File: config.mk
export PLATFORM = sky130hd
export DESIGN_NAME = uls_top
export DESIGN_NICKNAME = d
export VERILOG_FILES = /design/src/include/uls_pkg.sv /design/src/rtl/uls_top.sv
export SDC_FILE = /design/constraint.sdc
export NUM_CORES = 1
export LEC_CHECK = 0
export BUFFER_PORTS_ARGS = -buffer_cell sky130_fd_sc_hd__buf_2
export CELL_PAD_IN_SITES_DETAIL_PLACEMENT = 0
export CELL_PAD_IN_SITES_GLOBAL_PLACEMENT = 1
export CORE_UTILIZATION = 45
export DETAILED_ROUTE_END_ITERATION = 7
export PLACE_DENSITY_LB_ADDON = 0.1
export SYNTH_ARGS = -nofsm -noshare
export SYNTH_HDL_FRONTEND = slang
export SYNTH_SLANG_ARGS = --single-unit
File: constraint.sdc
create_clock -name clk -period 5.9 [get_ports clk]
set_input_delay 1.18 -clock clk [delete_from_list [all_inputs] [get_ports clk]]
set_output_delay 1.18 -clock clk [all_outputs]
set_load 0.05 [all_outputs]
File: src/include/uls_pkg.sv
/*
 uls_pkg: register map, field positions, reset values, timing counts and
 receiver states of the uart line and modem control/status block.
 assumes a 32-bit classic wishbone slave with one register per word.
*/
`default_nettype none
package uls_pkg;
    // word index within the map, byte address is four times the index
    localparam logic [2:0] OFS_DATA = 3'h0;
    localparam logic [2:0] OFS_IER = 3'h1;
    localparam logic [2:0] OFS_EFR = 3'h2;
    localparam logic [2:0] OFS_LCR = 3'h3;
    localparam logic [2:0] OFS_MCR = 3'h4;
    localparam logic [2:0] OFS_LSR = 3'h5;
    localparam logic [2:0] OFS_XON = 3'h6;
    localparam logic [2:0] OFS_XOFF = 3'h7;

    localparam logic [7:0] LCR_RST = 8'h00;
    localparam logic [7:0] MCR_RST = 8'h00;
    localparam logic [7:0] IER_RST = 8'h00;
    localparam logic [7:0] EFR_RST = 8'h00;
    localparam logic [7:0] XON_RST = 8'h00;
    localparam logic [7:0] XOFF_RST = 8'h00;
    localparam logic [15:0] DIV_RST = 16'h0001;

    localparam int LCR_STOP = 2;
    localparam int LCR_PEN = 3;
    localparam int LCR_EVEN = 4;
    localparam int LCR_FORCE = 5;
    localparam int LCR_BRK = 6;
    localparam int LCR_DLAB = 7;
    localparam int MCR_DTR = 0;
    localparam int MCR_RTS = 1;
    localparam int MCR_OP1 = 2;
    localparam int MCR_INTEN = 3;
    localparam int MCR_LOOP = 4;
    localparam int MCR_XANY = 5;
    localparam int MCR_IR = 6;
    localparam int MCR_PRESC = 7;
    localparam int EFR_ENH = 4;
    localparam int EFR_ARTS = 6;
    localparam int IER_LSI = 2;

    localparam logic [3:0] LEN_BASE = 4'h5;
    localparam logic [1:0] PRESC_LAST = 2'h3;
    localparam logic [5:0] BIT_TICKS = 6'h10;
    localparam logic [5:0] HALF_TICKS = 6'h08;
    localparam logic [5:0] STOP1_TICKS = 6'h10;
    localparam logic [5:0] STOP15_TICKS = 6'h18;
    localparam logic [5:0] STOP2_TICKS = 6'h20;
    localparam logic [5:0] IR_PULSE_TICKS = 6'h03;

    typedef enum logic [1:0] {
        RX_IDLE = 2'b00,
        RX_START = 2'b01,
        RX_BITS = 2'b10,
        RX_WAITHI = 2'b11
    } uls_rx_e;
endpackage : uls_pkg
`default_nettype wire

File: src/rtl/uls_top.sv
/*
 uls_top: one uart channel with format, modem-output and line-status logic,
 a wishbone classic slave, baud divider, transmitter and receiver.
 assumes inputs synchronous to clk and a master that holds its request.
*/
// Chosen here: register access over Wishbone and the placing of the registers.
// What this block does
// - parity enable adds a parity bit on transmit and checks it on receive.
// - unforced parity is odd when select is 0, even when 1, both directions.
// - forced parity bit is 1 when select is 0, 0 when select is 1.
// - outside loopback, break bit holds the serial output low until software clears it.
// - divisor access bit steers shared offsets to the divisor latches.
// - outside loopback, dtr bit 1 drives the active-low dtr pin low, 0 drives it high.
// - rts bit drives active-low rts pin unless loopback or auto flow control owns it.
// - in loopback, control bit 2 drives internal output one inverted.
// - interrupt output floats only with select pin low and enable bit low.
// - in loopback, interrupt-enable bit drives internal output two inverted.
// - loopback bit 1 loops the channel internally, 0 is normal operation.
// - xon-any resumes a halted transmitter on any received character except xoff.
// - infrared bit routes serial data through the encoder, idle output low.
// - prescaler bit divides the input clock by four before the divider.
// - overrun interrupts at once, character errors when they reach holding.
// - data ready is 1 while a received character waits.
// - a character arriving while full sets overrun and is dropped.
// - parity error flag belongs to the character now in holding.
// - framing error flag belongs to the character now in holding.
// - one break character per low line, held until the line goes high.
// - holding-empty sets on move to shifter, clears on host write.
// - reading line status clears a pending line status interrupt.
// - two low format bits give 5, 6, 7 or 8 data bits.
`timescale 1ns/1ps
`default_nettype none
module uls_top (
    input wire logic clk,
    input wire logic resetn,
    input wire logic ce,
    input wire logic cyc_i,
    input wire logic stb_i,
    input wire logic we_i,
    input wire logic [7:0] adr_i,
    input wire logic [3:0] sel_i,
    input wire logic [31:0] dat_i,
    output logic ack_o,
    output logic [31:0] dat_o,
    input wire logic rxSerial,
    output logic txSerial,
    input wire logic irRx,
    output logic irTx,
    output logic dtrN,
    output logic rtsN,
    input wire logic interruptOutputSelectPin,
    input wire logic busMode68,
    output logic intOut,
    output logic intOe,
    output logic internalOutputOneN,
    output logic internalOutputTwoN
);

    logic wbAck_q;
    logic [31:0] rdData_q;
    logic [7:0] lcr_q, mcr_q, ier_q, efr_q, xon_q, xoff_q;
    logic [15:0] div_q;
    logic [2:0] regIdx;
    logic mapped, req, doWrite, doRead, thrWrite, rhrRead, lsrRead;
    logic [7:0] rdByte, lsrVal;
    logic enh, loop, irMode, pen, swFlow;
    logic [3:0] charLen;
    logic [7:0] dataMask;

    assign req = cyc_i & stb_i;
    assign regIdx = adr_i[4:2];
    assign mapped = (adr_i[7:5] == 3'h0);
    // effects land on the edge where the master sees ack
    assign doWrite = req & wbAck_q & we_i & sel_i[0] & mapped;
    assign doRead = req & wbAck_q & ~we_i & mapped;
    assign thrWrite = doWrite & (regIdx == uls_pkg::OFS_DATA)
        & ~lcr_q[uls_pkg::LCR_DLAB];
    assign rhrRead = doRead & (regIdx == uls_pkg::OFS_DATA)
        & ~lcr_q[uls_pkg::LCR_DLAB];
    assign lsrRead = doRead & (regIdx == uls_pkg::OFS_LSR);
    assign ack_o = wbAck_q;
    assign dat_o = rdData_q;

    assign enh = efr_q[uls_pkg::EFR_ENH];
    assign loop = mcr_q[uls_pkg::MCR_LOOP];
    assign irMode = enh & mcr_q[uls_pkg::MCR_IR];
    assign pen = lcr_q[uls_pkg::LCR_PEN];
    assign swFlow = (efr_q[1:0] != 2'h0);
    assign charLen = {2'h0, lcr_q[1:0]} + uls_pkg::LEN_BASE;
    assign dataMask = 8'hff >> (4'h8 - charLen);

    // odd when select is 0, forced level is the inverse of select
    function automatic logic parityOf(input logic [7:0] d);
        if (lcr_q[uls_pkg::LCR_FORCE]) begin
            return ~lcr_q[uls_pkg::LCR_EVEN];
        end
        return lcr_q[uls_pkg::LCR_EVEN] ? ^d : ~^d;
    endfunction : parityOf

    always_ff @(posedge clk) begin
        if (!resetn) begin
            wbAck_q <= 1'b0;
        end else if (ce) begin
            wbAck_q <= req & ~wbAck_q;
        end
    end

    always_ff @(posedge clk) begin
        if (!resetn) begin
            lcr_q <= uls_pkg::LCR_RST;
            mcr_q <= uls_pkg::MCR_RST;
            ier_q <= uls_pkg::IER_RST;
            efr_q <= uls_pkg::EFR_RST;
            xon_q <= uls_pkg::XON_RST;
            xoff_q <= uls_pkg::XOFF_RST;
            div_q <= uls_pkg::DIV_RST;
        end else if (ce && doWrite) begin
            case (regIdx)
                uls_pkg::OFS_DATA: begin
                    if (lcr_q[uls_pkg::LCR_DLAB]) begin
                        div_q[7:0] <= dat_i[7:0];
                    end
                end
                uls_pkg::OFS_IER: begin
                    if (lcr_q[uls_pkg::LCR_DLAB]) begin
                        div_q[15:8] <= dat_i[7:0];
                    end else begin
                        ier_q <= dat_i[7:0];
                    end
                end
                uls_pkg::OFS_EFR: efr_q <= dat_i[7:0];
                uls_pkg::OFS_LCR: lcr_q <= dat_i[7:0];
                uls_pkg::OFS_MCR: mcr_q <= dat_i[7:0];
                uls_pkg::OFS_XON: xon_q <= dat_i[7:0];
                uls_pkg::OFS_XOFF: xoff_q <= dat_i[7:0];
                default: ;
            endcase
        end
    end

    // baud tick at sixteen times the bit rate
    logic [1:0] prescCnt_q;
    logic [15:0] divCnt_q;
    logic prescTick, tick16;
    logic [15:0] divEff;

    assign prescTick = (enh & mcr_q[uls_pkg::MCR_PRESC])
        ? (prescCnt_q == uls_pkg::PRESC_LAST) : 1'b1;
    assign divEff = (div_q == 16'h0000) ? 16'h0001 : div_q;
    // >= so a smaller divisor written mid-count cannot stall the counter
    assign tick16 = prescTick & (divCnt_q >= divEff - 16'h0001);

    always_ff @(posedge clk) begin
        if (!resetn) begin
            prescCnt_q <= 2'h0;
            divCnt_q <= 16'h0000;
        end else if (ce) begin
            prescCnt_q <= prescCnt_q + 2'h1;
            if (prescTick) begin
                divCnt_q <= tick16 ? 16'h0000 : divCnt_q + 16'h0001;
            end
        end
    end

    // transmitter: holding register, then a start/data/parity shifter
    logic [7:0] txHold_q;
    logic thrFull_q, txBusy_q, txStop_q, txHalt_q;
    logic [9:0] txShift_q;
    logic [3:0] txBitsLeft_q;
    logic [5:0] txTick_q;
    logic txLoad, txLine, txBit, txParBit;
    logic [8:0] txBody;
    logic [5:0] stopTicks;

    assign txLoad = thrFull_q & ~txBusy_q & ~txHalt_q;
    assign txParBit = pen & parityOf(txHold_q & dataMask);
    assign txBody = {1'b0, txHold_q & dataMask}
        | (9'(txParBit) << charLen);
    assign stopTicks = ~lcr_q[uls_pkg::LCR_STOP] ? uls_pkg::STOP1_TICKS
        : (lcr_q[1:0] == 2'h0) ? uls_pkg::STOP15_TICKS
        : uls_pkg::STOP2_TICKS;

    always_ff @(posedge clk) begin
        if (!resetn) begin
            txHold_q <= 8'h00;
            thrFull_q <= 1'b0;
        end else if (ce) begin
            if (thrWrite) begin
                txHold_q <= dat_i[7:0];
                thrFull_q <= 1'b1;
            end else if (txLoad) begin
                thrFull_q <= 1'b0;
            end
        end
    end

    // data length and parity are sampled at load; the stop length is read live, so a mid-frame change alters only the stop period
    always_ff @(posedge clk) begin
        if (!resetn) begin
            txBusy_q <= 1'b0;
            txStop_q <= 1'b0;
            txShift_q <= 10'h3ff;
            txBitsLeft_q <= 4'h0;
            txTick_q <= 6'h00;
        end else if (ce) begin
            if (txLoad) begin
                txShift_q <= {txBody, 1'b0};
                txBitsLeft_q <= charLen + {3'h0, pen} + 4'h1;
                txTick_q <= 6'h00;
                txBusy_q <= 1'b1;
                txStop_q <= 1'b0;
            end else if (txBusy_q && tick16) begin
                txTick_q <= txTick_q + 6'h01;
                if (!txStop_q && txTick_q == uls_pkg::BIT_TICKS - 6'h01) begin
                    txShift_q <= {1'b1, txShift_q[9:1]};
                    txBitsLeft_q <= txBitsLeft_q - 4'h1;
                    txTick_q <= 6'h00;
                    txStop_q <= (txBitsLeft_q == 4'h1);
                end else if (txStop_q && txTick_q == stopTicks - 6'h01) begin
                    txBusy_q <= 1'b0;
                    txTick_q <= 6'h00;
                end
            end
        end
    end

    assign txLine = (txBusy_q & ~txStop_q) ? txShift_q[0] : 1'b1;
    assign txBit = lcr_q[uls_pkg::LCR_BRK] ? 1'b0 : txLine;
    // looped data stays internal, the pin rests at mark
    assign txSerial = loop ? 1'b1 : txBit;
    assign irTx = irMode & ~loop & ~txBit
        & (txTick_q < uls_pkg::IR_PULSE_TICKS);

    // receiver input selection and infrared pulse stretch
    logic [5:0] irHold_q;
    logic rxIn;

    always_ff @(posedge clk) begin
        if (!resetn) begin
            irHold_q <= 6'h00;
        end else if (ce) begin
            if (irRx) begin
                irHold_q <= uls_pkg::BIT_TICKS;
            end else if (tick16 && irHold_q != 6'h00) begin
                irHold_q <= irHold_q - 6'h01;
            end
        end
    end

    assign rxIn = loop ? txBit
        : irMode ? (irHold_q == 6'h00) : rxSerial;

    uls_pkg::uls_rx_e rxState_q;
    logic [5:0] rxTick_q;
    logic [3:0] rxCnt_q;
    logic [8:0] rxShift_q;
    logic rxDone, rxPe, rxFe, rxBi, isXon, isXoff, isFlow;
    logic storeEv, overrunEv, errStore;
    logic [7:0] rxData;

    always_ff @(posedge clk) begin
        if (!resetn) begin
            rxState_q <= uls_pkg::RX_IDLE;
            rxTick_q <= 6'h00;
            rxCnt_q <= 4'h0;
            rxShift_q <= 9'h000;
        end else if (ce && tick16) begin
            rxTick_q <= rxTick_q + 6'h01;
            case (rxState_q)
                uls_pkg::RX_IDLE: begin
                    rxTick_q <= 6'h00;
                    if (!rxIn) begin
                        rxState_q <= uls_pkg::RX_START;
                    end
                end
                uls_pkg::RX_START: begin
                    if (rxTick_q == uls_pkg::HALF_TICKS - 6'h01) begin
                        rxTick_q <= 6'h00;
                        rxCnt_q <= 4'h0;
                        rxShift_q <= 9'h000;
                        rxState_q <= rxIn ? uls_pkg::RX_IDLE
                            : uls_pkg::RX_BITS;
                    end
                end
                uls_pkg::RX_BITS: begin
                    if (rxTick_q == uls_pkg::BIT_TICKS - 6'h01) begin
                        rxTick_q <= 6'h00;
                        if (rxCnt_q != charLen + {3'h0, pen}) begin
                            rxShift_q[rxCnt_q] <= rxIn;
                            rxCnt_q <= rxCnt_q + 4'h1;
                        end else begin
                            rxState_q <= rxBi ? uls_pkg::RX_WAITHI
                                : uls_pkg::RX_IDLE;
                        end
                    end
                end
                uls_pkg::RX_WAITHI: begin
                    if (rxIn) begin
                        rxState_q <= uls_pkg::RX_IDLE;
                    end
                end
                default: rxState_q <= uls_pkg::RX_IDLE;
            endcase
        end
    end

    assign rxDone = ce & tick16 & (rxState_q == uls_pkg::RX_BITS)
        & (rxTick_q == uls_pkg::BIT_TICKS - 6'h01)
        & (rxCnt_q == charLen + {3'h0, pen});
    assign rxData = rxShift_q[7:0] & dataMask;
    assign rxPe = pen & (rxShift_q[charLen] != parityOf(rxData));
    assign rxFe = ~rxIn;
    assign rxBi = ~rxIn & (rxShift_q == 9'h000);
    assign isXon = swFlow & ~rxBi & (rxData == xon_q);
    assign isXoff = swFlow & ~rxBi & (rxData == xoff_q);
    assign isFlow = isXon | isXoff;

    logic [7:0] rxHold_q;
    logic rxValid_q, rxPe_q, rxFe_q, rxBi_q, overrun_q, lsIntPend_q;

    assign overrunEv = rxDone & ~isFlow & rxValid_q & ~rhrRead;
    assign storeEv = rxDone & ~isFlow & ~overrunEv;
    assign errStore = storeEv & (rxPe | rxFe | rxBi);

    // a full holding register is kept intact, the new byte is lost
    always_ff @(posedge clk) begin
        if (!resetn) begin
            rxHold_q <= 8'h00;
            rxValid_q <= 1'b0;
            rxPe_q <= 1'b0;
            rxFe_q <= 1'b0;
            rxBi_q <= 1'b0;
        end else if (ce) begin
            if (storeEv) begin
                rxHold_q <= rxData;
                rxValid_q <= 1'b1;
                rxPe_q <= rxPe;
                rxFe_q <= rxFe;
                rxBi_q <= rxBi;
            end else if (rhrRead) begin
                rxValid_q <= 1'b0;
            end
        end
    end

    always_ff @(posedge clk) begin
        if (!resetn) begin
            overrun_q <= 1'b0;
            lsIntPend_q <= 1'b0;
        end else if (ce) begin
            if (overrunEv) begin
                overrun_q <= 1'b1;
            end else if (lsrRead) begin
                overrun_q <= 1'b0;
            end
            if (ier_q[uls_pkg::IER_LSI] && (overrunEv || errStore)) begin
                lsIntPend_q <= 1'b1;
            end else if (lsrRead) begin
                lsIntPend_q <= 1'b0;
            end
        end
    end

    always_ff @(posedge clk) begin
        if (!resetn) begin
            txHalt_q <= 1'b0;
        end else if (ce && rxDone) begin
            if (isXoff) begin
                txHalt_q <= 1'b1;
            end else if (isXon || (enh && mcr_q[uls_pkg::MCR_XANY])) begin
                txHalt_q <= 1'b0;
            end
        end
    end

    assign lsrVal = {2'h0, ~thrFull_q, rxBi_q & rxValid_q,
        rxFe_q & rxValid_q, rxPe_q & rxValid_q, overrun_q, rxValid_q};

    always_comb begin
        rdByte = 8'h00;
        case (regIdx)
            uls_pkg::OFS_DATA: rdByte = lcr_q[uls_pkg::LCR_DLAB]
                ? div_q[7:0] : rxHold_q;
            uls_pkg::OFS_IER: rdByte = lcr_q[uls_pkg::LCR_DLAB]
                ? div_q[15:8] : ier_q;
            uls_pkg::OFS_EFR: rdByte = efr_q;
            uls_pkg::OFS_LCR: rdByte = lcr_q;
            uls_pkg::OFS_MCR: rdByte = mcr_q;
            uls_pkg::OFS_LSR: rdByte = lsrVal;
            uls_pkg::OFS_XON: rdByte = xon_q;
            uls_pkg::OFS_XOFF: rdByte = xoff_q;
            default: rdByte = 8'h00;
        endcase
    end

    always_ff @(posedge clk) begin
        if (!resetn) begin
            rdData_q <= 32'h0000_0000;
        end else if (ce && req && !wbAck_q) begin
            rdData_q <= {24'h00_0000, mapped ? rdByte : 8'h00};
        end
    end

    // modem pins go inactive in loopback; the looped levels stay inside
    assign dtrN = loop | ~mcr_q[uls_pkg::MCR_DTR];
    assign rtsN = loop ? 1'b1 : efr_q[uls_pkg::EFR_ARTS] ? rxValid_q
        : ~mcr_q[uls_pkg::MCR_RTS];
    assign internalOutputOneN = loop ? ~mcr_q[uls_pkg::MCR_OP1] : 1'b1;
    assign internalOutputTwoN = loop ? ~mcr_q[uls_pkg::MCR_INTEN]
        : 1'b1;
    assign intOut = lsIntPend_q;
    // is the board's: select is assumed low whenever 68 mode is used
    assign intOe = busMode68 | interruptOutputSelectPin
        | mcr_q[uls_pkg::MCR_INTEN];
endmodule : uls_top
`default_nettype wire

== After elaboration in Yosys (flattened, before gate mapping) ==
Index checks and enable logic that the tools add are counted.
Storage, ports and cells
  bits of input ports: 54
  output and inout port bits: 41
  logic and storage cells: 285
  register bits after elaboration: 164
Operators by class
  add/sub/neg operators: 13
  shift operators: 2
  multiplexer cells: 76
  $lt $le $gt $ge: 5
  eq/ne operators: 28
  bitwise gates (word level): 68
  reduce and logical (&&, ||, !) cells: 61
Operators with widths (count)
  $pmux 8 s8: 1
  $mux 6: 10
  $and 1x1->1: 40
  $mux 1: 34
  $mux 16: 2
  $mux 10: 3
  $reduce_and 2->1: 15
  $mux 9: 3
  $mux 4: 6
  $mux 8: 3
  $reduce_bool 2->1: 11
  $not 1->1: 19
  $pmux 6 s3: 1
  $pmux 9 s2: 1
  $add 16x1->16 const B: 1
  $and 8x8->8: 2
  $eq 8x8->1: 2
  $ge 16x16->1: 1
  $logic_not 16->1: 1
  $reduce_xnor 8->1: 2
  $reduce_xor 8->1: 2
  $sub 16x1->16 const B: 1
  $mux 2: 7
  $ne 2x2->1 const B: 7
  other kinds (44): 78

== Logic depth before layout (Yosys ltp) ==
Gate-level depths: netlist (run 1).
  depth in word-level cells: 22
  gate-level depth with buffers: 20
  depth with buffers taken out: 18

== Worst setup path before layout (run 1) ==
No wires, ideal clock.
  path type: flip-flop to flip-flop
  start point: register div_q[2]
  end point: register rxShift_q[8]
  setup time: 67 ps
  required time: 5833 ps
  arrival: 4205 ps
  period minus slack after synthesis: 4272 ps
  cell stages (with the launch flop): 19
  path buffers: 0
  slack: 1628 ps
  cells stage by stage: dfxtp_1 -> or4_1 -> nor4_1 -> nand3b_1 -> or2_1 -> nor2b_1 -> ha_1 -> inv_1 -> nor4_1 -> nand2_1 -> xor2_1 -> ha_1 -> nand4_2 -> nor3_2 -> a31oi_4 -> a2111oi_4 -> nand2b_4 -> or3_1 -> a21oi_2
Between the ends
  longest elaborated chain between the ends: 7
RTL lines
  start, declared: line uls_top.sv:62  | logic [15:0] div_q;
  start signal, assigned: line uls_top.sv:116  | div_q <= uls_pkg::DIV_RST;
  start signal, assigned: line uls_top.sv:121  | div_q[7:0] <= dat_i[7:0];
  $logic_not 16->1: line uls_top.sv:149  | assign divEff = (div_q == 16'h0000) ? 16'h0001 : div_q;
  $mux 16 *: line uls_top.sv:149
  $sub 16x1->16 *: line uls_top.sv:151  | assign tick16 = prescTick & (divCnt_q >= divEff - 16'h0001);
  $ge 16x16->1 *: line uls_top.sv:151
  $and 1x1->1 *: line uls_top.sv:151
  $logic_and 1x1->1 *: line uls_top.sv:267  | end else if (ce && tick16) begin
  $reduce_and 5->1 (no source line) *
  end signal, assigned by index: line uls_top.sv:289  | rxShift_q[rxCnt_q] <= rxIn;
  end, declared: line uls_top.sv:256  | logic [8:0] rxShift_q;
Mark *: on every way between the ends. The rest lies on a longest branch, timed or not.
A chain may end at the register's enable or synchronous reset.

== Final worst setup path (run 1) ==
  start point: register div_q[2]
  end point: register rxHold_q[6]
Between the ends
  longest elaborated chain between the ends: 15
RTL lines
  $logic_not 16->1: line uls_top.sv:149
  $mux 16 *: line uls_top.sv:149
  $sub 16x1->16 *: line uls_top.sv:151
  $ge 16x16->1 *: line uls_top.sv:151
  $and 1x1->1 *: line uls_top.sv:151
  $and 1x1->1 * (2 in series): line uls_top.sv:307  | assign rxDone = ce & tick16 & (rxState_q == uls_pkg::RX_BITS)
  $and 1x1->1 *: line uls_top.sv:308  | & (rxTick_q == uls_pkg::BIT_TICKS - 6'h01)
  $and 1x1->1 *: line uls_top.sv:309  | & (rxCnt_q == charLen + {3'h0, pen});
  $and 1x1->1 *: line uls_top.sv:321, uls_top.sv:322
  $and 1x1->1 (2 in series): line uls_top.sv:321  | assign overrunEv = rxDone & ~isFlow & rxValid_q & ~rhrRead;
  $not 1->1: line uls_top.sv:322  | assign storeEv = rxDone & ~isFlow & ~overrunEv;
  $and 1x1->1 *: line uls_top.sv:322
  $reduce_and 2->1 (no source line) *
  end signal, assigned: line uls_top.sv:335  | rxHold_q <= rxData;
  end, declared: line uls_top.sv:318  | logic [7:0] rxHold_q;
Marks and branches as above.

==> results.md, run 1 <==
* Top-Level Pins at 95
* Antenna diodes at 0
* Inserted Clock Buffers at 17
* Flip-flop cell with the highest count after synthesis: dfxtp_1
* Worst setup path category: reg2reg
* Starting density of the core at 45.9%
* Result of the run: complete, no violations
* Critical Path Sink Type: flop
* Area of the core at 20200 um2
* Wirelength per Cell at 18.3 um
* Mapped Area at 9280 um2
* Final Util at 49.9%
* R2r startpoint: div_q[2]
* Setup repair after global routing missed its margin: no
* Initial antenna violation count at 1
* Count of routing violations after the opening detailed-route iteration at 578
* Placement-stage cell area at 9520 um2
* Number of global-route vias before repair at 7319
* Largest fanout of any net on the critical path at 13
* Highest Clock Rate at 196 MHz
* Number of nets with antenna violations after routing at 0
* Overflow left after global routing at 0
* Count of final setup violators at 0
* Sequential share of the synthesized area at 35.4%
* Number of instances in the synthesized netlist at 1131
* P&R area growth vs syn at 8.89%
* Maximum number of pins on one net before global-route repair at 60
* Peak supply drop at 0.000185 V
* Leakage Power at 0.00387 uW
* Post-Layout Inst Area at 10100 um2
* Number of standard-cell rows in the floorplan at 52
* Total of hold buffers inserted after clock tree synthesis at 0
* Overall Power at 2500 uW
* WL final at 25.8 mm
* Capture point of the worst path: rxHold_q[6]
* Buffer cell driving the clock tree root: clkbuf_16
* RD Place Congestion at 0.842
* Source of the critical timing path: div_q[2]
* Synthesis-stage register bit count at 164
* Vias at 7882
* Max-cap violations at 0
* H-Tree Level Count at 4
* Die Footprint at 21200 um2
* Final net count at 1215
* Fraction of synthesis flops using an asynchronous set or reset pin at 0%
* Remaining routing DRC violations at 0
* Die width at 146 um
* Synthesis Warnings at 0
* TritonCTS clock tree: done
* Pins over their slew limit at 0
* Pin slew with the least headroom to its limit at 1.11 ns
* Final hold slack at 0.449 ns
* Data required time at the worst endpoint at 6.25 ns
* Max-slew headroom at 25.4%
* Number of distinct standard cells referenced by the synthesized netlist at 74
* Skew final at 0.0125 ns
* Maximum clock path buffer count at 2
* Synthesized area divided by synthesized cell count at 8.21 um2
* Number of enable-type register cells in the synthesized netlist at 0
* Reg2Reg Setup Slack at 0.79 ns
* Clk_lat worst skew at 0.44 ns
* Number of vias per cell after detailed routing at 5.59
* Overall die height at 146 um
* Reg2reg end: rxHold_q[6]
* Final total negative setup slack at 0 ns
* Final Hold Violating Endpoints at 0
* Number of resized instances in the post-cts repair step at 0
* Reg clk slew, reported paths at 0.07 ns
* Category of the worst setup path launch point: flop
* Total power per unit cell area at 247 nW/um2
* Tmin final at 5.11 ns
* First-pass GRT wire length at 41.1 mm
* Sum of net half-perimeters after detailed placement at 18.1 mm
* Clock sink total at 164
* First drt pass iteration count at 7
* Number of post-CTS setup repair buffers at 0
* Worst min-delay path category: reg2reg
* Total of buffers placed on input and output ports at 41
* Worst endpoint data arrival time at 5.47 ns
* Reg2Reg Depth at 18
* Total track usage at 24.7%
* Share of final-layout standard cells stronger than drive strength 1 at 8.77%
* Final Cycle Share at 86.7%
[cell usage after synthesis (7+ instances only)]
master      n  share of area, %
mux2i_1    70               7.6
nor4_1      7              0.47
nand2b_1   11              0.74
o21ai_0    60               3.2
nand2_1   110               4.4
and2_1      8              0.54
xor2_1     25               2.4
buf_4      25               2.0
and3_1     19               1.3
a221oi_1    7              0.66
dfxtp_1   164                35
ha_1       33               4.4
buf_2       9              0.49
nor2_1    128               5.2
or3_1       9              0.61
nand3_1    60               3.2
xnor2_1    35               3.3
nand4_1    28               1.9
nor3_1     26               1.4
nor2b_1     8              0.54
inv_1      27               1.1
clkbuf_1   58               2.3
o21a_1      8              0.65
a21oi_1    85               4.6
[per-layer routing]
metal | GRT usage, % | vias up | part of all wire, %
li1 | - | 3949 | -
met1 | 34.9 | 3707 | 49
met2 | 38.5 | 207 | 45
met3 | 4.67 | 17 | 4.9
met4 | 6.11 | 2 | 1.1
met5 | 0 | - | 0.050
[through the flow]
step                      setup slack (ns)  cells
after floorplan                       1.63   1154
after global placement               0.861   1378
after detailed placement             0.878   1378
after CTS                            0.847   1410
after global routing                 0.292   1410
final                                0.785   1410
[where the power goes]
part | leakage [uW] | switching (uW) | internal, uW
logic | 0.00228 | 165 | 60.6
registers | 0.00132 | 17.9 | 1130
clock network | 0.000276 | 482 | 647
total | 0.00387 | 665 | 1830
[worst max-delay path, cell delays in order, from the launching register on]
cell	delay, ns
dfxtp_1	0.38
or4_1	0.61
nor4_1	0.35
nand3b_1	0.13
or2_1	0.28
nor2b_1	0.17
ha_1	0.21
inv_1	0.10
nor4_1	0.11
nand2_1	0.10
xor2_1	0.07
ha_1	0.30
nand2_1	0.05
o21ai_0	0.26
a22oi_1	0.24
a21oi_2	0.55
nand4_1	0.52
or3_1	0.47
a21oi_1	0.13
[worst min-delay path by stage]
stage                     startpoint  cells past startpoint        end  slack (ns)
after floorplan            overrun_q                      2  overrun_q        0.43
after global placement      dat_o[1]                      2   dat_o[1]        0.44
after detailed placement    dat_o[2]                      2   dat_o[2]        0.45
after CTS                   dat_o[1]                      2   dat_o[1]        0.45
after global routing        dat_o[2]                      2   dat_o[2]        0.48
final                       dat_o[1]                      2   dat_o[1]        0.45
[kinds of logic (layout without fill, tap and decap cells)]
kind of cell	Yosys count	after routing	synth area share, %
other cells	1	24	0.0404
flops	164	164	35.4
compound gates	224	224	15.2
buf+inv	123	109	6.11
mux	76	76	8.64
simple gates	445	445	23.3
xor+xnor	64	64	6.63
fa+ha+maj	34	34	4.67
[layout by cell type (no fill, tap or decap), drive strengths merged, types with 6 or more instances in the layout]
cell type	count
nor3	27
nand2	110
nand2b	12
or3	9
ha	33
mux2i	70
nor4	8
and3	19
nor3b	6
a221oi	7
xor2	25
o21ai	60
nor2b	8
o21a	8
inv	27
xnor2	35
clkbuf	21
nor2	128
buf	49
and2	8
dfxtp	164
nand4	29
clkinv	6
a31oi	8
nand3	60
a21oi	86
conb	24
[registers in the layout, summed over array words and instances (netlist names), 2 cells and up]
| register | cells |
|---|---|
| mcr_q | 8 |
| txShift_q | 10 |
| xon_q | 8 |
| prescCnt_q | 2 |
| rxTick_q | 6 |
| txHold_q | 8 |
| divCnt_q | 16 |
| xoff_q | 8 |
| txBitsLeft_q | 4 |
| dat_o | 8 |
| rxShift_q | 9 |
| txTick_q | 6 |
| rxState_q | 2 |
| lcr_q | 8 |
| efr_q | 8 |
| div_q | 16 |
| rxCnt_q | 4 |
| irHold_q | 6 |
| ier_q | 8 |
| rxHold_q | 8 |
[final cells by class]
class / count / area (um2)
well taps: 270 / 338
flip-flops and latches: 164 / 3280
inverters: 28 / 106
fillers: 2035 / 10100
repair buffers: 49 / 265
multi-input cells: 867 / 5530
clock inverters: 11 / 126
clock buffers: 21 / 460
No activity file was read; power rests on OpenSTA's default activity.
==> run 2: changes to the inputs <==
- ABC_AREA: not set -> 1
- CORE_UTILIZATION: 45 -> 43
- PLACE_DENSITY_LB_ADDON: 0.1 -> 0.15
==> results.md, run 2 <==
* Wirelength per Cell at 17.0 um (-7.4%)
* Number of vias per cell after detailed routing at 5.25 (-6.1%)
* Final Cycle Share at 77.0% (-9.7 points)
* Buffer cell driving the clock tree root: clkbuf_16
* Die Footprint at 22500 um2 (+5.9%)
* Largest fanout of any net on the critical path at 12 (-1)
* Final Hold Violating Endpoints at 0 (unchanged)
* Share of final-layout standard cells stronger than drive strength 1 at 8.08% (-0.69 points)
* Share of synthesized cell area in full adder, half adder and majority cells at 4.60% (-0.060 points)
* Number of enable-type register cells in the synthesized netlist at 0 (unchanged)
* Number of standard-cell rows in the floorplan at 53 (+1.9%)
* Dominant cell by count in the synthesized netlist: nand2_1
* Synthesis Warnings at 0 (unchanged)
* Count of routing violations after the opening detailed-route iteration at 567 (-1.9%)
* Remaining routing DRC violations at 0 (unchanged)
* Sequential share of the synthesized area at 34.9% (-0.46 points)
* Number of distinct standard cells referenced by the synthesized netlist at 55 (-26%)
* Endpoint, Worst Hold: efr_q[2]
* Overall Power at 2600 uW (+4.3%)
* Post-Layout Inst Area at 10300 um2 (+1.8%)
* Largest registers in the final layout: divCnt_q (16), div_q (16), txShift_q (10)
* Critical Path Sink Type: flop
* Maximum number of pins on one net before global-route repair at 82 (+37%)
* Pin slew with the least headroom to its limit at 0.991 ns (-0.117 ns)
* Fraction of synthesized cell area in xor and xnor cells at 3.17% (-3.5 points)
* Compound-gate portion of the synthesized area at 19.1% (+3.9 points)
* Starting density of the core at 44.3% (-1.6 points)
* Flip-flop cell with the highest count after synthesis: dfxtp_1
* Total track usage at 26.2% (+1.6 points)
* Die width at 150 um (+2.9%)
* Most frequent cells after synthesis: nand2_1 (241), dfxtp_1 (164), inv_1 (162), nor2_1 (162), o21ai_0 (131)
* First-pass GRT wire length at 44.5 mm (+8.5%)
* Pins over their slew limit at 0 (unchanged)
* Maximum clock path buffer count at 2 (unchanged)
* First drt pass iteration count at 5 (-2)
* Reg2Reg Setup Slack at 1.36 ns (+0.57 ns)
* Reg clk slew, reported paths at 0.07 ns (about the same)
* Setup repair after global routing missed its margin: no
* H-Tree Level Count at 4 (unchanged)
* Number of post-CTS setup repair buffers at 0 (unchanged)
* Highest Clock Rate at 220 MHz (+13%)
* Start point of the worst hold path: efr_q[2]
* Tmin final at 4.54 ns (-0.573 ns)
* Synthesized area divided by synthesized cell count at 6.87 um2 (-16%)
* Reg2Reg Depth at 24 (+6)
* Leakage Power at 0.00425 uW (+9.6%)
* Reg2reg end: txShift_q[9]
* Worst endpoint data arrival time at 4.86 ns (-0.61 ns)
* Overflow left after global routing at 0 (unchanged)
* Number of global-route vias before repair at 8016 (+9.5%)
* Clk_lat worst skew at 0.44 ns (about the same)
* Final total negative setup slack at 0 ns (unchanged)
* Number of nets with antenna violations after routing at 0 (unchanged)
* Sum of net half-perimeters after detailed placement at 20.9 mm (+16%)
* Result of the run: complete, no violations
* Final net count at 1474 (+21%)
* TritonCTS clock tree: done
* Clock sink total at 164 (unchanged)
* Skew final at 0.0134 ns (+0.000882 ns)
* Number of cells on the worst hold path at 2 (unchanged)
* Area of the core at 21200 um2 (+4.9%)
* Total power per unit cell area at 253 nW/um2 (+2.5%)
* Worst setup path category: reg2reg
* Area fraction in and, or, nand and nor cells after synthesis at 27.0% (+3.7 points)
* Total of buffers placed on input and output ports at 41 (unchanged)
* Vias at 8788 (+11%)
* Commonest non-fill, non-tap cells in the layout: nand2_1 (241), dfxtp_1 (164), nor2_1 (162), inv_1 (162), o21ai_0 (131)
* P&R area growth vs syn at 9.38%
* Worst min-delay path category: reg2reg
* Max-cap violations at 0 (unchanged)
* Multiplexer share of the synthesized area at 0% (-8.6 points)
* Proportion of netlist area held by the largest area contributor at 34.9% (-0.46 points)
* Initial antenna violation count at 0 (-1)
* Synthesis-stage register bit count at 164 (unchanged)
* WL final at 28.4 mm (+10%)
* Number of resized instances in the post-cts repair step at 0 (unchanged)
* Overall die height at 150 um (+2.9%)
* Category of the worst setup path launch point: flop
* Total of hold buffers inserted after clock tree synthesis at 0 (unchanged)
* Top-Level Pins at 95 (unchanged)
* Peak supply drop at 0.000167 V (-9.9%)
* R2r startpoint: div_q[2]
* Combinational family with the most area after synthesis: simple AND/OR/NAND/NOR gates
* Antenna diodes at 0 (unchanged)
* Count of final setup violators at 0 (unchanged)
* Data required time at the worst endpoint at 6.22 ns (-0.03 ns)
* Mapped Area at 9400 um2 (+1.3%)
* Most common library cell in the layout ignoring fill and taps: nand2_1
* RD Place Congestion at 0.887 (+5.3%)
* Number of instances in the synthesized netlist at 1368 (+21%)
* Placement-stage cell area at 9650 um2 (+1.4%)
* Max-slew headroom at 33.8% (+8.5 points)
* Inserted Clock Buffers at 17 (unchanged)
* Fraction of synthesis flops using an asynchronous set or reset pin at 0% (unchanged)
* Cell types occupying the most area after synthesis: dfxtp_1 (35%), nand2_1 (9.6%), o21ai_0 (7.0%)
* Post-synthesis cell type with the largest combined area: dfxtp_1
## run 2: changes by cell type after synthesis, sizes merged, moves of 8 or more
| cell | delta |
|---|---|
| or3 | -9 |
| o21ai | +76 |
| nor2 | +40 |
| a21oi | +43 |
| nand2b | -12 |
| and3 | -16 |
| o21bai | +9 |
| nand2 | +137 |
| inv | +144 |
| nand3 | +18 |
| clkbuf | -31 |
| and2 | -8 |
| xnor2 | -31 |
| mux2i | -70 |
## run 2: per-stage QoR
stage          hold WS [ns]  worst slack, ns  instances  utilization (%)
5_1_grt               0.488            0.895       1674             48.5
3_5_place_dp          0.448             1.48       1642             45.5
6_report              0.458             1.36       1674             48.5
4_1_cts               0.457             1.46       1674             48.5
2_1_floorplan         0.430             2.63       1391                -
3_3_place_gp          0.443             1.47       1642             45.5
## run 2: worst max path at each step
stage	slack (ns)	depth (start not counted)	end	from
after CTS	1.46	24	txBitsLeft_q[3]	div_q[2]
after detailed placement	1.48	23	txBitsLeft_q[3]	div_q[2]
after floorplan	2.63	5	irTx	txStop_q
final	1.36	24	txShift_q[9]	div_q[2]
after global routing	0.90	24	txBitsLeft_q[2]	div_q[2]
after global placement	1.47	24	txBitsLeft_q[3]	div_q[2]
## run 2: cell families (layout without fill, tap and decap cells)
group,Yosys count,count (layout)
buffers and inverters,241,249
other,1,24
AO/OA/AOI/OAI,326,326
adder cells (fa/ha/maj),34,34
flip-flops,164,164
XOR/XNOR,34,34
AND/OR/NAND/NOR,568,568
## run 2: where the power goes
group,internal (uW),leakage (uW),total [uW],switching [uW]
Clock,717,0.000297,1220,500
Combinational,62.1,0.00263,254,192
Sequential,1120,0.00132,1130,13.5
## run 2: critical path, stage by stage (launching register included)
cell     delay, ns
dfxtp_1       0.34
nor2_1        0.15
nand3_1       0.15
nor2_1        0.20
nand3_1       0.20
nand2_1       0.16
inv_1         0.07
ha_1          0.21
nand2_1       0.15
inv_1         0.08
nand2_1       0.08
xor2_1        0.32
ha_1          0.31
nand2_1       0.09
nor2_1        0.05
nor3_1        0.12
nand2_1       0.07
nand2_1       0.05
nand2_1       0.15
nand3_1       0.12
nand2_1       0.26
nand2_1       0.45
nand2_1       0.36
nor2_1        0.20
a21oi_1       0.05
## run 2: final cells by class
| cell class | instances | area, um2 |
|---|---|---|
| Fill cell | 2239 | 10900 |
| Tap cell | 275 | 344 |
| Clock buffer | 19 | 433 |
| Multi-Input combinational cell | 986 | 5150 |
| Inverter | 174 | 653 |
| Clock inverter | 13 | 198 |
| Sequential cell | 164 | 3280 |
| Timing Repair Buffer | 43 | 220 |
## run 2: routing by layer
| layer | share of wire [%] | routed length (um) | up-vias | global-route usage [%] |
|---|---|---|---|---|
| li1 | - | - | 4524 | - |
| met1 | 51 | 14400 | 4033 | 38.3 |
| met2 | 42 | 12100 | 198 | 39.3 |
| met3 | 4.8 | 1370 | 33 | 3.90 |
| met4 | 1.8 | 520 | 0 | 8.18 |
| met5 | 0 | 0 | - | 0 |
